## src/lbc_pkg.sv

```systemverilog
/*
 * Package for the LPC bridge configuration register bank: offsets,
 * field positions, reset values and routing states.
 * Assumes nothing of its surroundings.
 */
package lbc_pkg;

    // Configuration offsets (dword aligned)
    localparam logic [7:0] LBC_OFS_IDENT = 8'h00;
    localparam logic [7:0] LBC_OFS_STSCMD = 8'h04;
    localparam logic [7:0] LBC_OFS_CLASSREV = 8'h08;
    localparam logic [7:0] LBC_OFS_HDRMISC = 8'h0c;
    localparam logic [7:0] LBC_OFS_SUBSYS = 8'h2c;
    localparam logic [7:0] LBC_OFS_IOCTL1 = 8'h40;
    localparam logic [7:0] LBC_OFS_SUBSYS_ALIAS = 8'h70;

    // Device number decoded on the primary bus
    localparam logic [4:0] LBC_DEV_NUM = 5'h01;
    localparam logic [2:0] LBC_FUNC_NUM = 3'h0;

    // Reset values
    localparam logic [31:0] LBC_STSCMD_RST = 32'h0220000f;
    localparam logic [31:0] LBC_HDRMISC_RST = 32'h00800000;
    localparam logic [31:0] LBC_SUBSYS_RST = 32'h00000000;
    localparam logic [7:0] LBC_IOCTL1_RST = 8'h00;
    localparam logic [23:0] LBC_CLASS_ISA = 24'h060100;

    // Field positions
    localparam int LBC_CMD_SPCYC_BIT = 3;
    localparam int LBC_IO1_NMI_BIT = 7;
    localparam int LBC_IO1_LPC_SYNC_ERROR_FLAG_BIT = 6;
    localparam int LBC_IO1_SECONDARY_FIRST_SUBTRACTIVE_BIT = 5;

    // Subtractive window: cycles after frame start a target may claim
    localparam logic [2:0] LBC_SUB_WINDOW = 3'h4;

    // Routing states for unclaimed host cycles
    typedef enum logic [1:0] {
        LBC_RT_IDLE = 2'b00,
        LBC_RT_SEC = 2'b01,
        LBC_RT_CLAIM = 2'b10,
        LBC_RT_LPC = 2'b11
    } lbc_route_t;

endpackage

```

## src/lbc_config_regs.sv

```systemverilog
/*
 * Configuration register bank of the LPC bridge function with shutdown
 * init, error NMI, LPC sync error flag and subtractive routing.
 * Assumes the primary bus target logic presents one-cycle config
 * read/write strobes already in the clock domain; error pins and
 * secondary devsel come from outside; the error status pin and secondary devsel are synchronised here, lpc_sync_error is used as is.
 */
`timescale 1ns/10ps

module lbc_config_regs
    import lbc_pkg::*;
#(
    parameter logic [15:0] VENDOR_CODE = 16'h1234, // Arbitrary value
    parameter logic [15:0] DEVICE_CODE = 16'h5678, // Arbitrary value
    parameter logic [7:0] REVISION = 8'h01 // Arbitrary value
)
(
    input wire logic clock,
    input wire logic rst_b,
    input wire logic cfg_read,
    input wire logic cfg_write,
    input wire logic [4:0] cfg_device,
    input wire logic [2:0] cfg_function,
    input wire logic [7:0] cfg_offset,
    input wire logic [3:0] cfg_byte_en,
    input wire logic [31:0] cfg_wdata,
    output logic [31:0] cfg_rdata,
    output logic cfg_hit,
    input wire logic shutdown_cycle,
    output logic cpu_init,
    input wire logic lpc_sync_error,
    input wire logic error_status_pin,
    output logic nmi,
    input wire logic unclaimed_cycle,
    input wire logic sec_devsel_l,
    input wire logic lpc_done,
    output logic sec_start,
    output logic sub_devsel_oe,
    output logic sub_trdy_oe,
    output logic lpc_start,
    output logic route_busy
);

    logic shutdown_cycle_reset_enable; // Command bit 3
    logic error_nmi_enable; // IO control bit 7
    logic lpc_sync_error_flag; // IO control bit 6, sticky
    logic secondary_first_subtractive; // IO control bit 5
    logic [15:0] bridge_subsystem_ident; // Bridge_subsystem_ident field
    logic [15:0] subsystem_vendor_field; // Subsystem vendor field
    logic [31:0] next_rdata; // Read mux result
    logic sel; // Access aimed at this function
    logic wr_ioctl; // Write hitting IO control byte
    logic wr_alias; // Write hitting subsystem alias
    logic err_sync; // Synchronised error status
    logic err_prev; // Previous error status for edge
    logic devsel_seen; // Synchronised secondary devsel, high when claimed
    logic [23:0] class_code_field; // Class code

    // Class code constant
    assign class_code_field = LBC_CLASS_ISA;

    // Function select
    assign sel = (cfg_device == LBC_DEV_NUM) && (cfg_function == LBC_FUNC_NUM);
    assign cfg_hit = sel && (cfg_read || cfg_write);
    assign wr_ioctl = sel && cfg_write && (cfg_offset == LBC_OFS_IOCTL1) && cfg_byte_en[0];
    assign wr_alias = sel && cfg_write && (cfg_offset == LBC_OFS_SUBSYS_ALIAS);

    // Input synchronisers
    lbc_sync u_err_sync (
        .clock(clock),
        .rst_b(rst_b),
        .async_in(error_status_pin),
        .sync_out(err_sync)
    );

    lbc_sync u_devsel_sync (
        .clock(clock),
        .rst_b(rst_b),
        .async_in(~sec_devsel_l),
        .sync_out(devsel_seen)
    );

    // Shutdown cycle reset enable, only writable bit of command
    always_ff @(posedge clock or negedge rst_b) begin
        if (!rst_b) begin
            shutdown_cycle_reset_enable <= LBC_STSCMD_RST[LBC_CMD_SPCYC_BIT];
        end else if (sel && cfg_write && (cfg_offset == LBC_OFS_STSCMD) && cfg_byte_en[0]) begin
            shutdown_cycle_reset_enable <= cfg_wdata[LBC_CMD_SPCYC_BIT];
        end
    end

    // IO control enables
    always_ff @(posedge clock or negedge rst_b) begin
        if (!rst_b) begin
            error_nmi_enable <= LBC_IOCTL1_RST[LBC_IO1_NMI_BIT];
            secondary_first_subtractive <= LBC_IOCTL1_RST[LBC_IO1_SECONDARY_FIRST_SUBTRACTIVE_BIT];
        end else if (wr_ioctl) begin
            error_nmi_enable <= cfg_wdata[LBC_IO1_NMI_BIT];
            secondary_first_subtractive <= cfg_wdata[LBC_IO1_SECONDARY_FIRST_SUBTRACTIVE_BIT];
        end
    end

    // Sticky LPC sync error; a new error wins over the clear
    always_ff @(posedge clock or negedge rst_b) begin
        if (!rst_b) begin
            lpc_sync_error_flag <= LBC_IOCTL1_RST[LBC_IO1_LPC_SYNC_ERROR_FLAG_BIT];
        end else if (lpc_sync_error) begin
            lpc_sync_error_flag <= 1'b1;
        end else if (wr_ioctl && cfg_wdata[LBC_IO1_LPC_SYNC_ERROR_FLAG_BIT]) begin
            lpc_sync_error_flag <= 1'b0;
        end
    end

    // Subsystem fields, loaded only through the alias
    always_ff @(posedge clock or negedge rst_b) begin
        if (!rst_b) begin
            bridge_subsystem_ident <= LBC_SUBSYS_RST[31:16];
            subsystem_vendor_field <= LBC_SUBSYS_RST[15:0];
        end else if (wr_alias) begin
            if (cfg_byte_en[0]) begin
                subsystem_vendor_field[7:0] <= cfg_wdata[7:0];
            end
            if (cfg_byte_en[1]) begin
                subsystem_vendor_field[15:8] <= cfg_wdata[15:8];
            end
            if (cfg_byte_en[2]) begin
                bridge_subsystem_ident[7:0] <= cfg_wdata[23:16];
            end
            if (cfg_byte_en[3]) begin
                bridge_subsystem_ident[15:8] <= cfg_wdata[31:24];
            end
        end
    end

    // Processor init on shutdown special cycle
    always_ff @(posedge clock or negedge rst_b) begin
        if (!rst_b) begin
            cpu_init <= 1'b0;
        end else begin
            cpu_init <= shutdown_cycle && shutdown_cycle_reset_enable;
        end
    end

    // NMI on rising error status or LPC error set
    always_ff @(posedge clock or negedge rst_b) begin
        if (!rst_b) begin
            err_prev <= 1'b0;
            nmi <= 1'b0;
        end else begin
            err_prev <= err_sync;
            nmi <= error_nmi_enable && ((err_sync && !err_prev) || lpc_sync_error);
        end
    end

    // Read mux
    always_comb begin
        next_rdata = 32'h00000000;
        unique case (cfg_offset)
            LBC_OFS_IDENT: next_rdata = {DEVICE_CODE, VENDOR_CODE};
            LBC_OFS_STSCMD: next_rdata = {LBC_STSCMD_RST[31:4],
                shutdown_cycle_reset_enable, 3'h7};
            LBC_OFS_CLASSREV: next_rdata = {class_code_field, REVISION};
            LBC_OFS_HDRMISC: next_rdata = LBC_HDRMISC_RST;
            LBC_OFS_SUBSYS: next_rdata = {bridge_subsystem_ident, subsystem_vendor_field};
            LBC_OFS_IOCTL1: next_rdata = {24'h000000, error_nmi_enable, lpc_sync_error_flag,
                secondary_first_subtractive, 5'h00};
            default: next_rdata = 32'h00000000;
        endcase
    end

    // Registered read data
    always_ff @(posedge clock or negedge rst_b) begin
        if (!rst_b) begin
            cfg_rdata <= 32'h00000000;
        end else if (sel && cfg_read) begin
            cfg_rdata <= next_rdata;
        end
    end

    // Unclaimed cycle routing
    lbc_router u_router (
        .clock(clock),
        .rst_b(rst_b),
        .unclaimed_cycle(unclaimed_cycle),
        .secondary_first(secondary_first_subtractive),
        .sec_devsel_seen(devsel_seen),
        .lpc_done(lpc_done),
        .sec_start(sec_start),
        .sub_devsel_oe(sub_devsel_oe),
        .sub_trdy_oe(sub_trdy_oe),
        .lpc_start(lpc_start),
        .route_busy(route_busy)
    );

endmodule

```

## src/lbc_router.sv

```systemverilog
/*
 * Router for unclaimed host memory and IO cycles: tries the secondary
 * bus first when enabled, else goes straight to LPC.
 * Assumes secondary devsel is already synchronised to clock.
 */
`timescale 1ns/10ps
module lbc_router
    import lbc_pkg::*;
(
    input wire logic clock,
    input wire logic rst_b,
    input wire logic unclaimed_cycle,
    input wire logic secondary_first,
    input wire logic sec_devsel_seen,
    input wire logic lpc_done,
    output logic sec_start,
    output logic sub_devsel_oe,
    output logic sub_trdy_oe,
    output logic lpc_start,
    output logic route_busy
);

    lbc_route_t state; // Current routing step
    logic [2:0] wait_cnt; // Cycles spent on the secondary bus

    // Routing sequence
    always_ff @(posedge clock or negedge rst_b) begin
        if (!rst_b) begin
            state <= LBC_RT_IDLE;
            wait_cnt <= 3'h0;
        end else begin
            unique case (state)
                LBC_RT_IDLE: begin
                    wait_cnt <= 3'h0;
                    if (unclaimed_cycle && secondary_first) begin
                        state <= LBC_RT_SEC;
                    end else if (unclaimed_cycle) begin
                        state <= LBC_RT_LPC;
                    end
                end
                LBC_RT_SEC: begin
                    if (sec_devsel_seen) begin
                        state <= LBC_RT_IDLE;
                    end else if (wait_cnt == LBC_SUB_WINDOW) begin
                        state <= LBC_RT_CLAIM;
                    end else begin
                        wait_cnt <= wait_cnt + 3'h1;
                    end
                end
                LBC_RT_CLAIM: begin
                    state <= LBC_RT_LPC;
                end
                LBC_RT_LPC: begin
                    if (lpc_done) begin
                        state <= LBC_RT_IDLE;
                    end
                end
            endcase
        end
    end

    // Strobes and claim enables
    assign sec_start = (state == LBC_RT_IDLE) && unclaimed_cycle && secondary_first;
    assign sub_devsel_oe = (state == LBC_RT_CLAIM);
    assign sub_trdy_oe = (state == LBC_RT_CLAIM);
    assign lpc_start = (state == LBC_RT_LPC);
    assign route_busy = (state != LBC_RT_IDLE);

endmodule

```

## src/lbc_sync.sv

```systemverilog
/*
 * Two-flop synchroniser for a level arriving from outside the clock.
 * Assumes a single clock and asynchronous active-low reset.
 */
`timescale 1ns/10ps
module lbc_sync (
    input wire logic clock,
    input wire logic rst_b,
    input wire logic async_in,
    output logic sync_out
);

    logic meta; // First stage, read only by the second

    // Two-stage capture
    always_ff @(posedge clock or negedge rst_b) begin
        if (!rst_b) begin
            meta <= 1'b0;
            sync_out <= 1'b0;
        end else begin
            meta <= async_in;
            sync_out <= meta;
        end
    end

endmodule
```

## config.mk

```make
export PLATFORM = sky130hd
export DESIGN_NAME = lbc_config_regs
export DESIGN_NICKNAME = d
export VERILOG_FILES = /design/src/lbc_pkg.sv /design/src/lbc_config_regs.sv /design/src/lbc_router.sv /design/src/lbc_sync.sv
export SDC_FILE = /design/constraint.sdc
export NUM_CORES = 1
export LEC_CHECK = 0
export BUFFER_PORTS_ARGS = -buffer_cell sky130_fd_sc_hd__clkbuf_2
export CELL_PAD_IN_SITES_DETAIL_PLACEMENT = 0
export CELL_PAD_IN_SITES_GLOBAL_PLACEMENT = 1
export CORE_MARGIN = 5
export CORE_UTILIZATION = 40
export DETAILED_ROUTE_END_ITERATION = 6
export PLACE_DENSITY_LB_ADDON = 0.05
export SETUP_SLACK_MARGIN = 0.15
export SLEW_MARGIN = 30
export SYNTH_ARGS = -nofsm -noshare
export SYNTH_HDL_FRONTEND = slang
export SYNTH_HIERARCHICAL = 1
export SYNTH_SLANG_ARGS = --single-unit
```

## constraint.sdc

```tcl
create_clock -name clock -period 1.7 [get_ports clock]
set_clock_uncertainty 0.05 [all_clocks]
set_input_delay 0.085 -clock clock [delete_from_list [all_inputs] [get_ports clock]]
set_output_delay 0.085 -clock clock [all_outputs]
set_load 0.01 [all_outputs]
```

Word level (Yosys, flattened, before mapping)
Cells that the tools add are included.
{"block": "totals", "register_bits": 80, "output_inout_bits": 40}
{"block": "classes", "mux": 12, "n_eq_ne": 16, "n_bitwise": 1, "addsub": 1, "n_reduce_logical": 31}
{"op": "$pmux 32 s6", "count": 1}
{"op": "$eq 8x4->1 const B", "count": 2}
{"op": "$eq 8x7->1 const B", "count": 2}
{"op": "$logic_and 1x1->1", "count": 16}
{"op": "$mux 2", "count": 5}
{"op": "$eq 8x3->1 const B", "count": 1}
{"op": "$eq 8x6->1 const B", "count": 1}
{"op": "$logic_not 8->1", "count": 1}
{"op": "$pmux 2 s4", "count": 1}
{"op": "$reduce_and 2->1", "count": 4}
{"op": "$mux 3", "count": 2}
{"op": "$ne 2x2->1 const B", "count": 3}
{"op": "$ne 3x2->1 const B", "count": 2}
{"op": "$pmux 3 s2", "count": 1}
{"op": "$reduce_and 3->1", "count": 2}
{"op": "$reduce_bool 2->1", "count": 3}
{"op": "$eq 5x1->1 const B", "count": 1}
{"op": "$eq 2x2->1 const B", "count": 2}
{"op": "$add 3x1->3 const B", "count": 1}
{"op": "$eq 3x3->1 const B", "count": 1}
{"op": "$logic_not 3->1", "count": 1}
{"op": "$eq 2x1->1 const B", "count": 1}
{"op": "$logic_not 2->1", "count": 1}
{"op": "$logic_or 1x1->1", "count": 2}
{"op": "other kinds (3)", "count": 4}

Longest topological paths before layout
Gate-level depths: netlist of the first run.
{"block": "logic_depth", "depth_word": 8, "ltp_mapped": 6, "depth_no_buf": 5}

Modules after synthesis
The synthesis of the first run kept the hierarchy.
{"module": "lbc_config_regs", "cells_each": 261, "instances": 1, "area_each_um2": 3079.2}
{"module": "lbc_router", "cells_each": 36, "instances": 1, "area_each_um2": 314.1}
{"module": "lbc_sync", "cells_each": 2, "instances": 2, "area_each_um2": 50.0}

Worst setup path after synthesis of the first run
No wires, ideal clock.
{"block": "synth_timing", "path_kind": "input port to flip-flop", "startpoint": "input port cfg_offset[1]", "endpoint": "register error_nmi_enable", "setup_ns": 0.125, "n_path_buf": 1, "setup_slack_ns": 0.018, "arrival_ns": 1.507, "cell_stages": 5, "required_time_ns": 1.525, "cell_sequence": "or4_4 > buf_6 > nor4b_4 > and2_1 > mux2_2"}
{"block": "synth_between", "elab_chain_len": 3}
{"item": "start, declared", "line": "lbc_config_regs.sv:24", "text": "input wire logic [7:0] cfg_offset,"}
{"item": "$eq 8x7->1", "line": "lbc_config_regs.sv:65", "text": "assign wr_ioctl = sel && cfg_write && (cfg_offset == LBC_OFS_IOCTL1) && cfg_byte_en[0];"}
{"item": "$logic_and 1x1->1 (2 in a row)", "line": "lbc_config_regs.sv:65"}
{"item": "end signal, assigned", "line": "lbc_config_regs.sv:95", "text": "error_nmi_enable <= LBC_IOCTL1_RST[LBC_IO1_NMI_BIT];"}
{"item": "end signal, assigned", "line": "lbc_config_regs.sv:98", "text": "error_nmi_enable <= cfg_wdata[LBC_IO1_NMI_BIT];"}
{"item": "end, declared", "line": "lbc_config_regs.sv:45", "text": "logic error_nmi_enable;"}
No other way between the ends.
A chain may end at the register's enable or synchronous reset.

Worst setup path in the final report of the first run
{"block": "layout_timing", "startpoint": "register u_router.state[1]", "endpoint": "register u_router.state[0]"}
{"block": "layout_between", "elab_chain_len": 3, "word_cells_on_any_way": 9, "cone_classes": "6 x eq/ne; 1 x mux; 2 x reduce/logical"}
{"item": "start, declared", "line": "lbc_router.sv:23", "text": "lbc_route_t state;"}
{"item": "start signal, assigned", "line": "lbc_router.sv:29", "text": "state <= LBC_RT_IDLE;"}
{"item": "start signal, assigned", "line": "lbc_router.sv:36", "text": "state <= LBC_RT_SEC;"}
{"item": "start signal, assigned", "line": "lbc_router.sv:38", "text": "state <= LBC_RT_LPC;"}
{"item": "$eq 2x1->1 (tied with other cells)", "line": "lbc_router.sv:32", "text": "unique case (state)"}
{"item": "$ne 3x2->1 (no line) / $ne 2x2->1 (equally long branches)"}
{"item": "$reduce_and 3->1 (no line)"}
Parallel ways exist; a longest one is shown, timed or not.

==> results of run 1 <==
==> through the flow <==
step | utilization (%) | setup WS (ns) | TNS, ns | hold WS [ns] | power [mW]
finish | 57.37 | 0.2425 | 0 | 0.08324 | 4.015
detailed placement | 50.45 | -0.03339 | -0.2701 | 0.02181 | 2.592
global route | 57.37 | 0.1561 | 0 | 0.08026 | 4.237
CTS | 57.36 | 0.2011 | 0 | 0.06602 | 4.070
floorplan | - | 0.02026 | 0 | -0.2606 | 2.366
global placement | 50.45 | 0.001269 | 0 | 0.02142 | 2.581
==> final cells by class <==
type	instances	share of cell area, %
clock buffer	10	2.778
timing repair buffer	162	23.54
multi-input combinational	196	28.71
inverter	8	0.6061
sequential	80	40.45
clock inverter	6	1.187
tap	108	2.727
==> critical path, delay by kind of cell, from the launching register on <==
kind / cells / cell delay (ns)
compound gates: 2 / 0.26
buf+inv: 1 / 0.57
flops: 1 / 0.46
==> final timing paths <==
path,start,endpoint,slack (ns),depth (start not counted)
setup / recovery,u_router/state[1],u_router/state[0],0.24,3
hold / removal,cfg_offset[7],cfg_rdata[5],0.08,3
setup reg to reg,u_router/state[1],u_router/state[0],0.24,3
hold reg to reg,u_err_sync/meta,u_err_sync/sync_out,0.30,0
max in group asynchronous,rst_b,bridge_subsystem_ident[15],0.79,3
min in group asynchronous,rst_b,u_router/state[0],0.18,2
==> registers in the layout, summed over array words and instances, names as in the netlist, 2 cells and up <==
signal and count:
u_router/wait_cnt 3, subsystem_vendor_field 16, bridge_subsystem_ident 16, u_router/state 2
cfg_rdata 32
==> metal layers <==
metal | GRT usage, % | part of all wire, % | vias to the layer above
met5 | 0 | 0 | -
li1 | - | - | 1357
met3 | 4.829 | 5.9 | 5
met1 | 21.71 | 46 | 1310
met4 | 4.283 | 0.76 | 0
met2 | 25.78 | 47 | 80
==> repair_timing <==
item / 4_1_cts / 5_1_grt
hold buffers: 40 / 0
setup buffers: 0 / 0
resized for setup: 0 / 1
hold endpoints to repair: 76 / 0
setup endpoints to repair: 0 / 1
==> cell families (layout without fill, tap and decap cells) <==
logic type | after synthesis | count (layout) | synth area share [%]
buffers and inverters | 25 | 186 | 4.405
muxes | 35 | 35 | 11.28
and+or+nand+nor | 111 | 111 | 16.91
AOI/OAI and AO/OA | 47 | 47 | 9.098
adders and majority gates | 2 | 2 | 0.7162
xor gates and xnor gates | 1 | 1 | 0.2508
DFF | 80 | 80 | 57.34
==> where the power goes <==
group / total, mW / internal, mW / switching [mW]
clock: 1.38 / 0.711 / 0.669
combinational: 0.574 / 0.292 / 0.282
sequential: 2.06 / 1.98 / 0.0807
total: 4.02 / 2.98 / 1.03
==> layout by cell type, fill, tap and decap left out, types with 4 or more instances in the layout <==
cell type,n
a22oi_1,4
buf_4,14
clkbuf_2,100
nand3_1,9
dlygate4sd3_1,40
clkinv_2,4
and3_1,7
nand3_2,12
o21ai_1,4
dfrtp_1,78
a21oi_1,9
buf_12,8
nand2_2,6
nor2b_1,4
a21oi_2,8
clkbuf_8,10
o21ai_0,10
mux2_2,34
inv_1,7
nor2_1,14
nand2_1,42
==> impl_metrics.toml, run 1 <==
[detailed_routing]
postRouteAntennaNets = 0
viasPerCell = 4.828
drt_first_pass_iters = 4
drt_iter0_markers = 94
routed_wl_um = 8337
routed-via-count = 2752
wl_per_cell_um = 14.63
drcViolationCount = 0

[yosys]
synth_edf_count = 0
synth_commonest_cells = "79 x dfrtp_1, 48 x nand2_1, 34 x mux2_2"
syn_avg_cell_area_sq_um = 11.61
synth-main-ff-cell = "dfrtp_1"
syn_area_sq_um = 3493
synth_cell_type_count = 48
yosysSeqAreaShare_pct = 57.34
synth_largest_area_cell = "dfrtp_1"
synth_top_area_share_pct = 56.59
yosys_warnings = 6
synth-async-reset-ratio_pct = 100.0
synth-seq-cells = 80
netlist_top_cells_area = "dfrtp_1 57%, mux2_2 11%, nand2_1 5.2%, nand3_1 3.0%, a21oi_2 2.0%"
synthCells = 301
synth_fp_nets = 365
synth_most_common_cell = "dfrtp_1"

[die]
die_h_um = 103.5
die_w_um = 103.5
initial_core_util_pct = 40.45
core_sq_um = 8636
num_io_pins = 102
die_area_sq_um = 10700
row_count = 34

[grt]
track_usage_pct = 16.22
grt_max_degree = 47
antenna_found_initial = 0
grt_pass1_wl_um = 13320
first_global_vias = 2754
grt.overflow.total = 0

[sta]
fin_crit_ns = 1.458
final-hold-violation-count = 0
fmaxAchievable_mhz = 686.1
setup_violations = 0
tightest_slew_ns = 0.7259
grt_setup_unrepaired = "no"
drv_slew = 0
slew_headroom_pct = 51.61
min_period_over_period_pct = 85.74

[placed_design]
port_buffers = 101
gp_congestion = 0.7726
placed_area_sq_um = 4357
dp_hpwl_um = 5931
post-place-cells = 514

[layout]
drive_gt1_share_pct = 45.24
register_area_sq_um = 2004
finalInstanceArea_sq_um = 4955
multi_input_area_sq_um = 1423
n_antenna_cell = 0
fin_cells = 570
area_growth_syn_to_layout_pct = 41.83
fillCellCount = 788
fin_nets = 521

[critical_path]
cpMaxStageDelayCell = "dlygate4sd3_1"
path_class = "reg -> reg"
cp.arrival_ns = 1.63
start_kind = "register"
path_cells = "o31ai_1, dlygate4sd3_1, a21oi_1"
end_kind = "register"
max_stage_delay_ns = 0.57
crit_required_ns = 1.87
worst-path-max-fanout = 9

[power]
peakVddDrop_uv = 370.3
power_density_nw_per_um2 = 810.3
p_leak_nw = 2.501

[outcome]
status = "finished, final reports clean"

[clock_network]
clk_latency_ns = 0.34
clock_path_buffers = 2
htree_levels = 3
cts_buffers = 9
clk_pin_slew_worst_paths_ns = 0.08
cts_root_buf = "clkbuf_8"
cts.sinks = 80
tritoncts = "done"

[job]
max_cap_viol_count = 0

[worst_hold_path]
hold_path_class = "in -> reg"
Power figures use the tool's default switching activity.
==> run 2: changes to the inputs <==
==> constraint.sdc (replaced) <==
create_clock -name clock -period 1.51 [get_ports clock]
set_clock_uncertainty 0.05 [all_clocks]
set_input_delay 0.0755 -clock clock [delete_from_list [all_inputs] [get_ports clock]]
set_output_delay 0.0755 -clock clock [all_outputs]
set_load 0.01 [all_outputs]
==> run 2 against run 1 <==
Against the previous run: die area is the same; final cell count grew 2.5%; cell area grew 5.3%; non-clock buffer count grew 14; wire length grew 6.6%; sequential power grew 11%; power grew 19%; sequential cell count is the same; critical path type is now in -> reg; highest routed layer unchanged.
==> impl_metrics.toml, run 2 (same netlist as run 1, synthesis figures left out) <==
[outcome]
status = "finished, final reports clean"

[sta]
min_period_over_period_pct = 89.09
fmaxAchievable_mhz = 743.3
slew_headroom_pct = 73.50
drv_slew = 0
fin_crit_ns = 1.345
tightest_slew_ns = 0.3966
grt_setup_unrepaired = "yes"
setup_violations = 0
final-hold-violation-count = 0

[critical_path]
max_stage_delay_ns = 0.59
r2r_start = "u_router/wait_cnt[0]"
path_class = "in -> reg"
crit_required_ns = 1.70
path_cells = "buf_6, or4_4, nor4b_4, and2_4, mux2_4"
cp.arrival_ns = 1.53
cp-startpoint = "cfg_offset[1]"
cpMaxStageDelayCell = "or4_4"
reg2reg_depth = 5
worst-path-max-fanout = 4
start_kind = "input pin"
end_kind = "register"

[grt]
antenna_found_initial = 0
grt_pass1_wl_um = 14380
track_usage_pct = 17.56
grt.overflow.total = 0
busiest_layer = "met2"
grt_use_met2_pct = 29.17
met3_usage_pct = 3.152
first_global_vias = 3000
use_met1_pct = 23.04
grt_max_degree = 41

[die]
initial_core_util_pct = 40.45
die_h_um = 103.5
row_count = 34
die_area_sq_um = 10700
die_w_um = 103.5
core_sq_um = 8636
num_io_pins = 102

[placed_design]
dp_hpwl_um = 6344
port_buffers = 101
placed_area_sq_um = 4539
gp_congestion = 0.7406

[detailed_routing]
routed-via-count = 2837
viasPerCell = 4.858
wl_per_cell_um = 15.22
drt_first_pass_iters = 4
postRouteAntennaNets = 0
drcViolationCount = 0
routed_wl_um = 8886
drt_iter0_markers = 47

[power]
p_clk_share_pct = 36.0
p_switching_mw = 1.240
peakVddDrop_uv = 382.2
internal-power_mw = 3.555
p_leak_nw = 2.601
seqPwrFrac_pct = 47.7
power_density_nw_per_um2 = 919.6
p_comb_share_pct = 16.4
p_sw_share_pct = 25.86
p_total_mw = 4.796

[clock_network]
clk_latency_ns = 0.35
tritoncts = "done"
cts_root_buf = "clkbuf_8"
cts_buffers = 9
htree_levels = 3
clock_path_buffers = 2
clk_pin_slew_worst_paths_ns = 0.08
cts.sinks = 80

[layout]
drive_gt1_share_pct = 47.27
area_growth_syn_to_layout_pct = 49.28
utilization_pct = 60.39
top_register = "cfg_rdata"
finalInstanceArea_sq_um = 5215
final_common_cell = "clkbuf_2"
largestRegisters = "cfg_rdata (32), bridge_subsystem_ident (16), subsystem_vendor_field (16)"
fin_nets = 535
largest_register_ffs = 32
final_cell_mix = "96 x clkbuf_2, 77 x dfrtp_1, 42 x nand2_1, 40 x dlygate4sd3_1, 34 x mux2_4"
n_antenna_cell = 0

[worst_hold_path]
holdCritStartpoint = "cfg_read"
min_path_cells = 3
hold_path_class = "in -> reg"

[job]
max_cap_viol_count = 0
run 2: cell count changes in the layout (fill, tap and decap cells not counted), sizes merged:
cell | previous run | this run
clkinv | 5 | 2
buf | 22 | 40
clkinvlp | 0 | 1
bufinv | 1 | 2
clkbuf | 110 | 107
run 2: power by group through the flow:
stage | clock network [mW] | registers, mW | logic, mW
2_1_floorplan | 0 | 2.33 | 0.335
3_3_place_gp | 0 | 2.36 | 0.564
3_5_place_dp | 0 | 2.36 | 0.579
4_1_cts | 1.78 | 2.28 | 0.761
5_1_grt | 1.84 | 2.29 | 0.872
6_report | 1.73 | 2.29 | 0.784
run 2: repair_timing:
| action | CTS | global route |
|---|---|---|
| gates resized for setup | 2 | 10 |
| pin swaps | 2 | 1 |
| setup endpoints to repair | 3 | 13 |
| buffers inserted | 3 | 1 |
| hold endpoints to repair | 123 | 0 |
| hold buffers | 40 | 0 |
| cloned | 0 | 0 |
run 2: metal layers:
metal	up-vias	share of wire, %
met1	1365	46
met5	-	0
met2	74	47
met3	13	4.9
li1	1385	-
met4	0	1.5
run 2: per-stage QoR:
stage / setup TNS (ns) / hold WS, ns / setup slack (ns) / cells
floorplan: -2.470 / -0.2701 / -0.1587 / 301
global placement: -5.931 / -0.03096 / -0.1987 / 524
detailed placement: -5.732 / -0.02232 / -0.2345 / 524
CTS: 0 / 0.1113 / 0.1347 / 583
global route: 0 / 0.1502 / 0.1076 / 584
finish: 0 / 0.1277 / 0.1647 / 584
run 2: area by class of cell:
type / instances / area (sq um)
clock inverter: 5 / 81.33
timing repair buffer: 176 / 1265
tap: 108 / 135.1
clock buffer: 11 / 131.4
fill: 760 / 3421
multi-input combinational: 196 / 1567
sequential: 80 / 2006
inverter: 8 / 30.03
run 2: final timing paths:
kind                                                to  slack, ns
setup / recovery           secondary_first_subtractive       0.16
hold / removal                            cfg_rdata[3]       0.13
setup reg to reg                  u_router/wait_cnt[0]       0.25
hold reg to reg                    u_err_sync/sync_out       0.32
max in group asynchronous            u_router/state[1]       0.72
min in group asynchronous                cfg_rdata[28]       0.14
run 2: critical path, delay by kind of cell:
| kind | cells | cell delay (ns) |
|---|---|---|
| buffers and inverters | 1 | 0.09 |
| muxes | 1 | 0.29 |
| and+or+nand+nor | 3 | 1.06 |
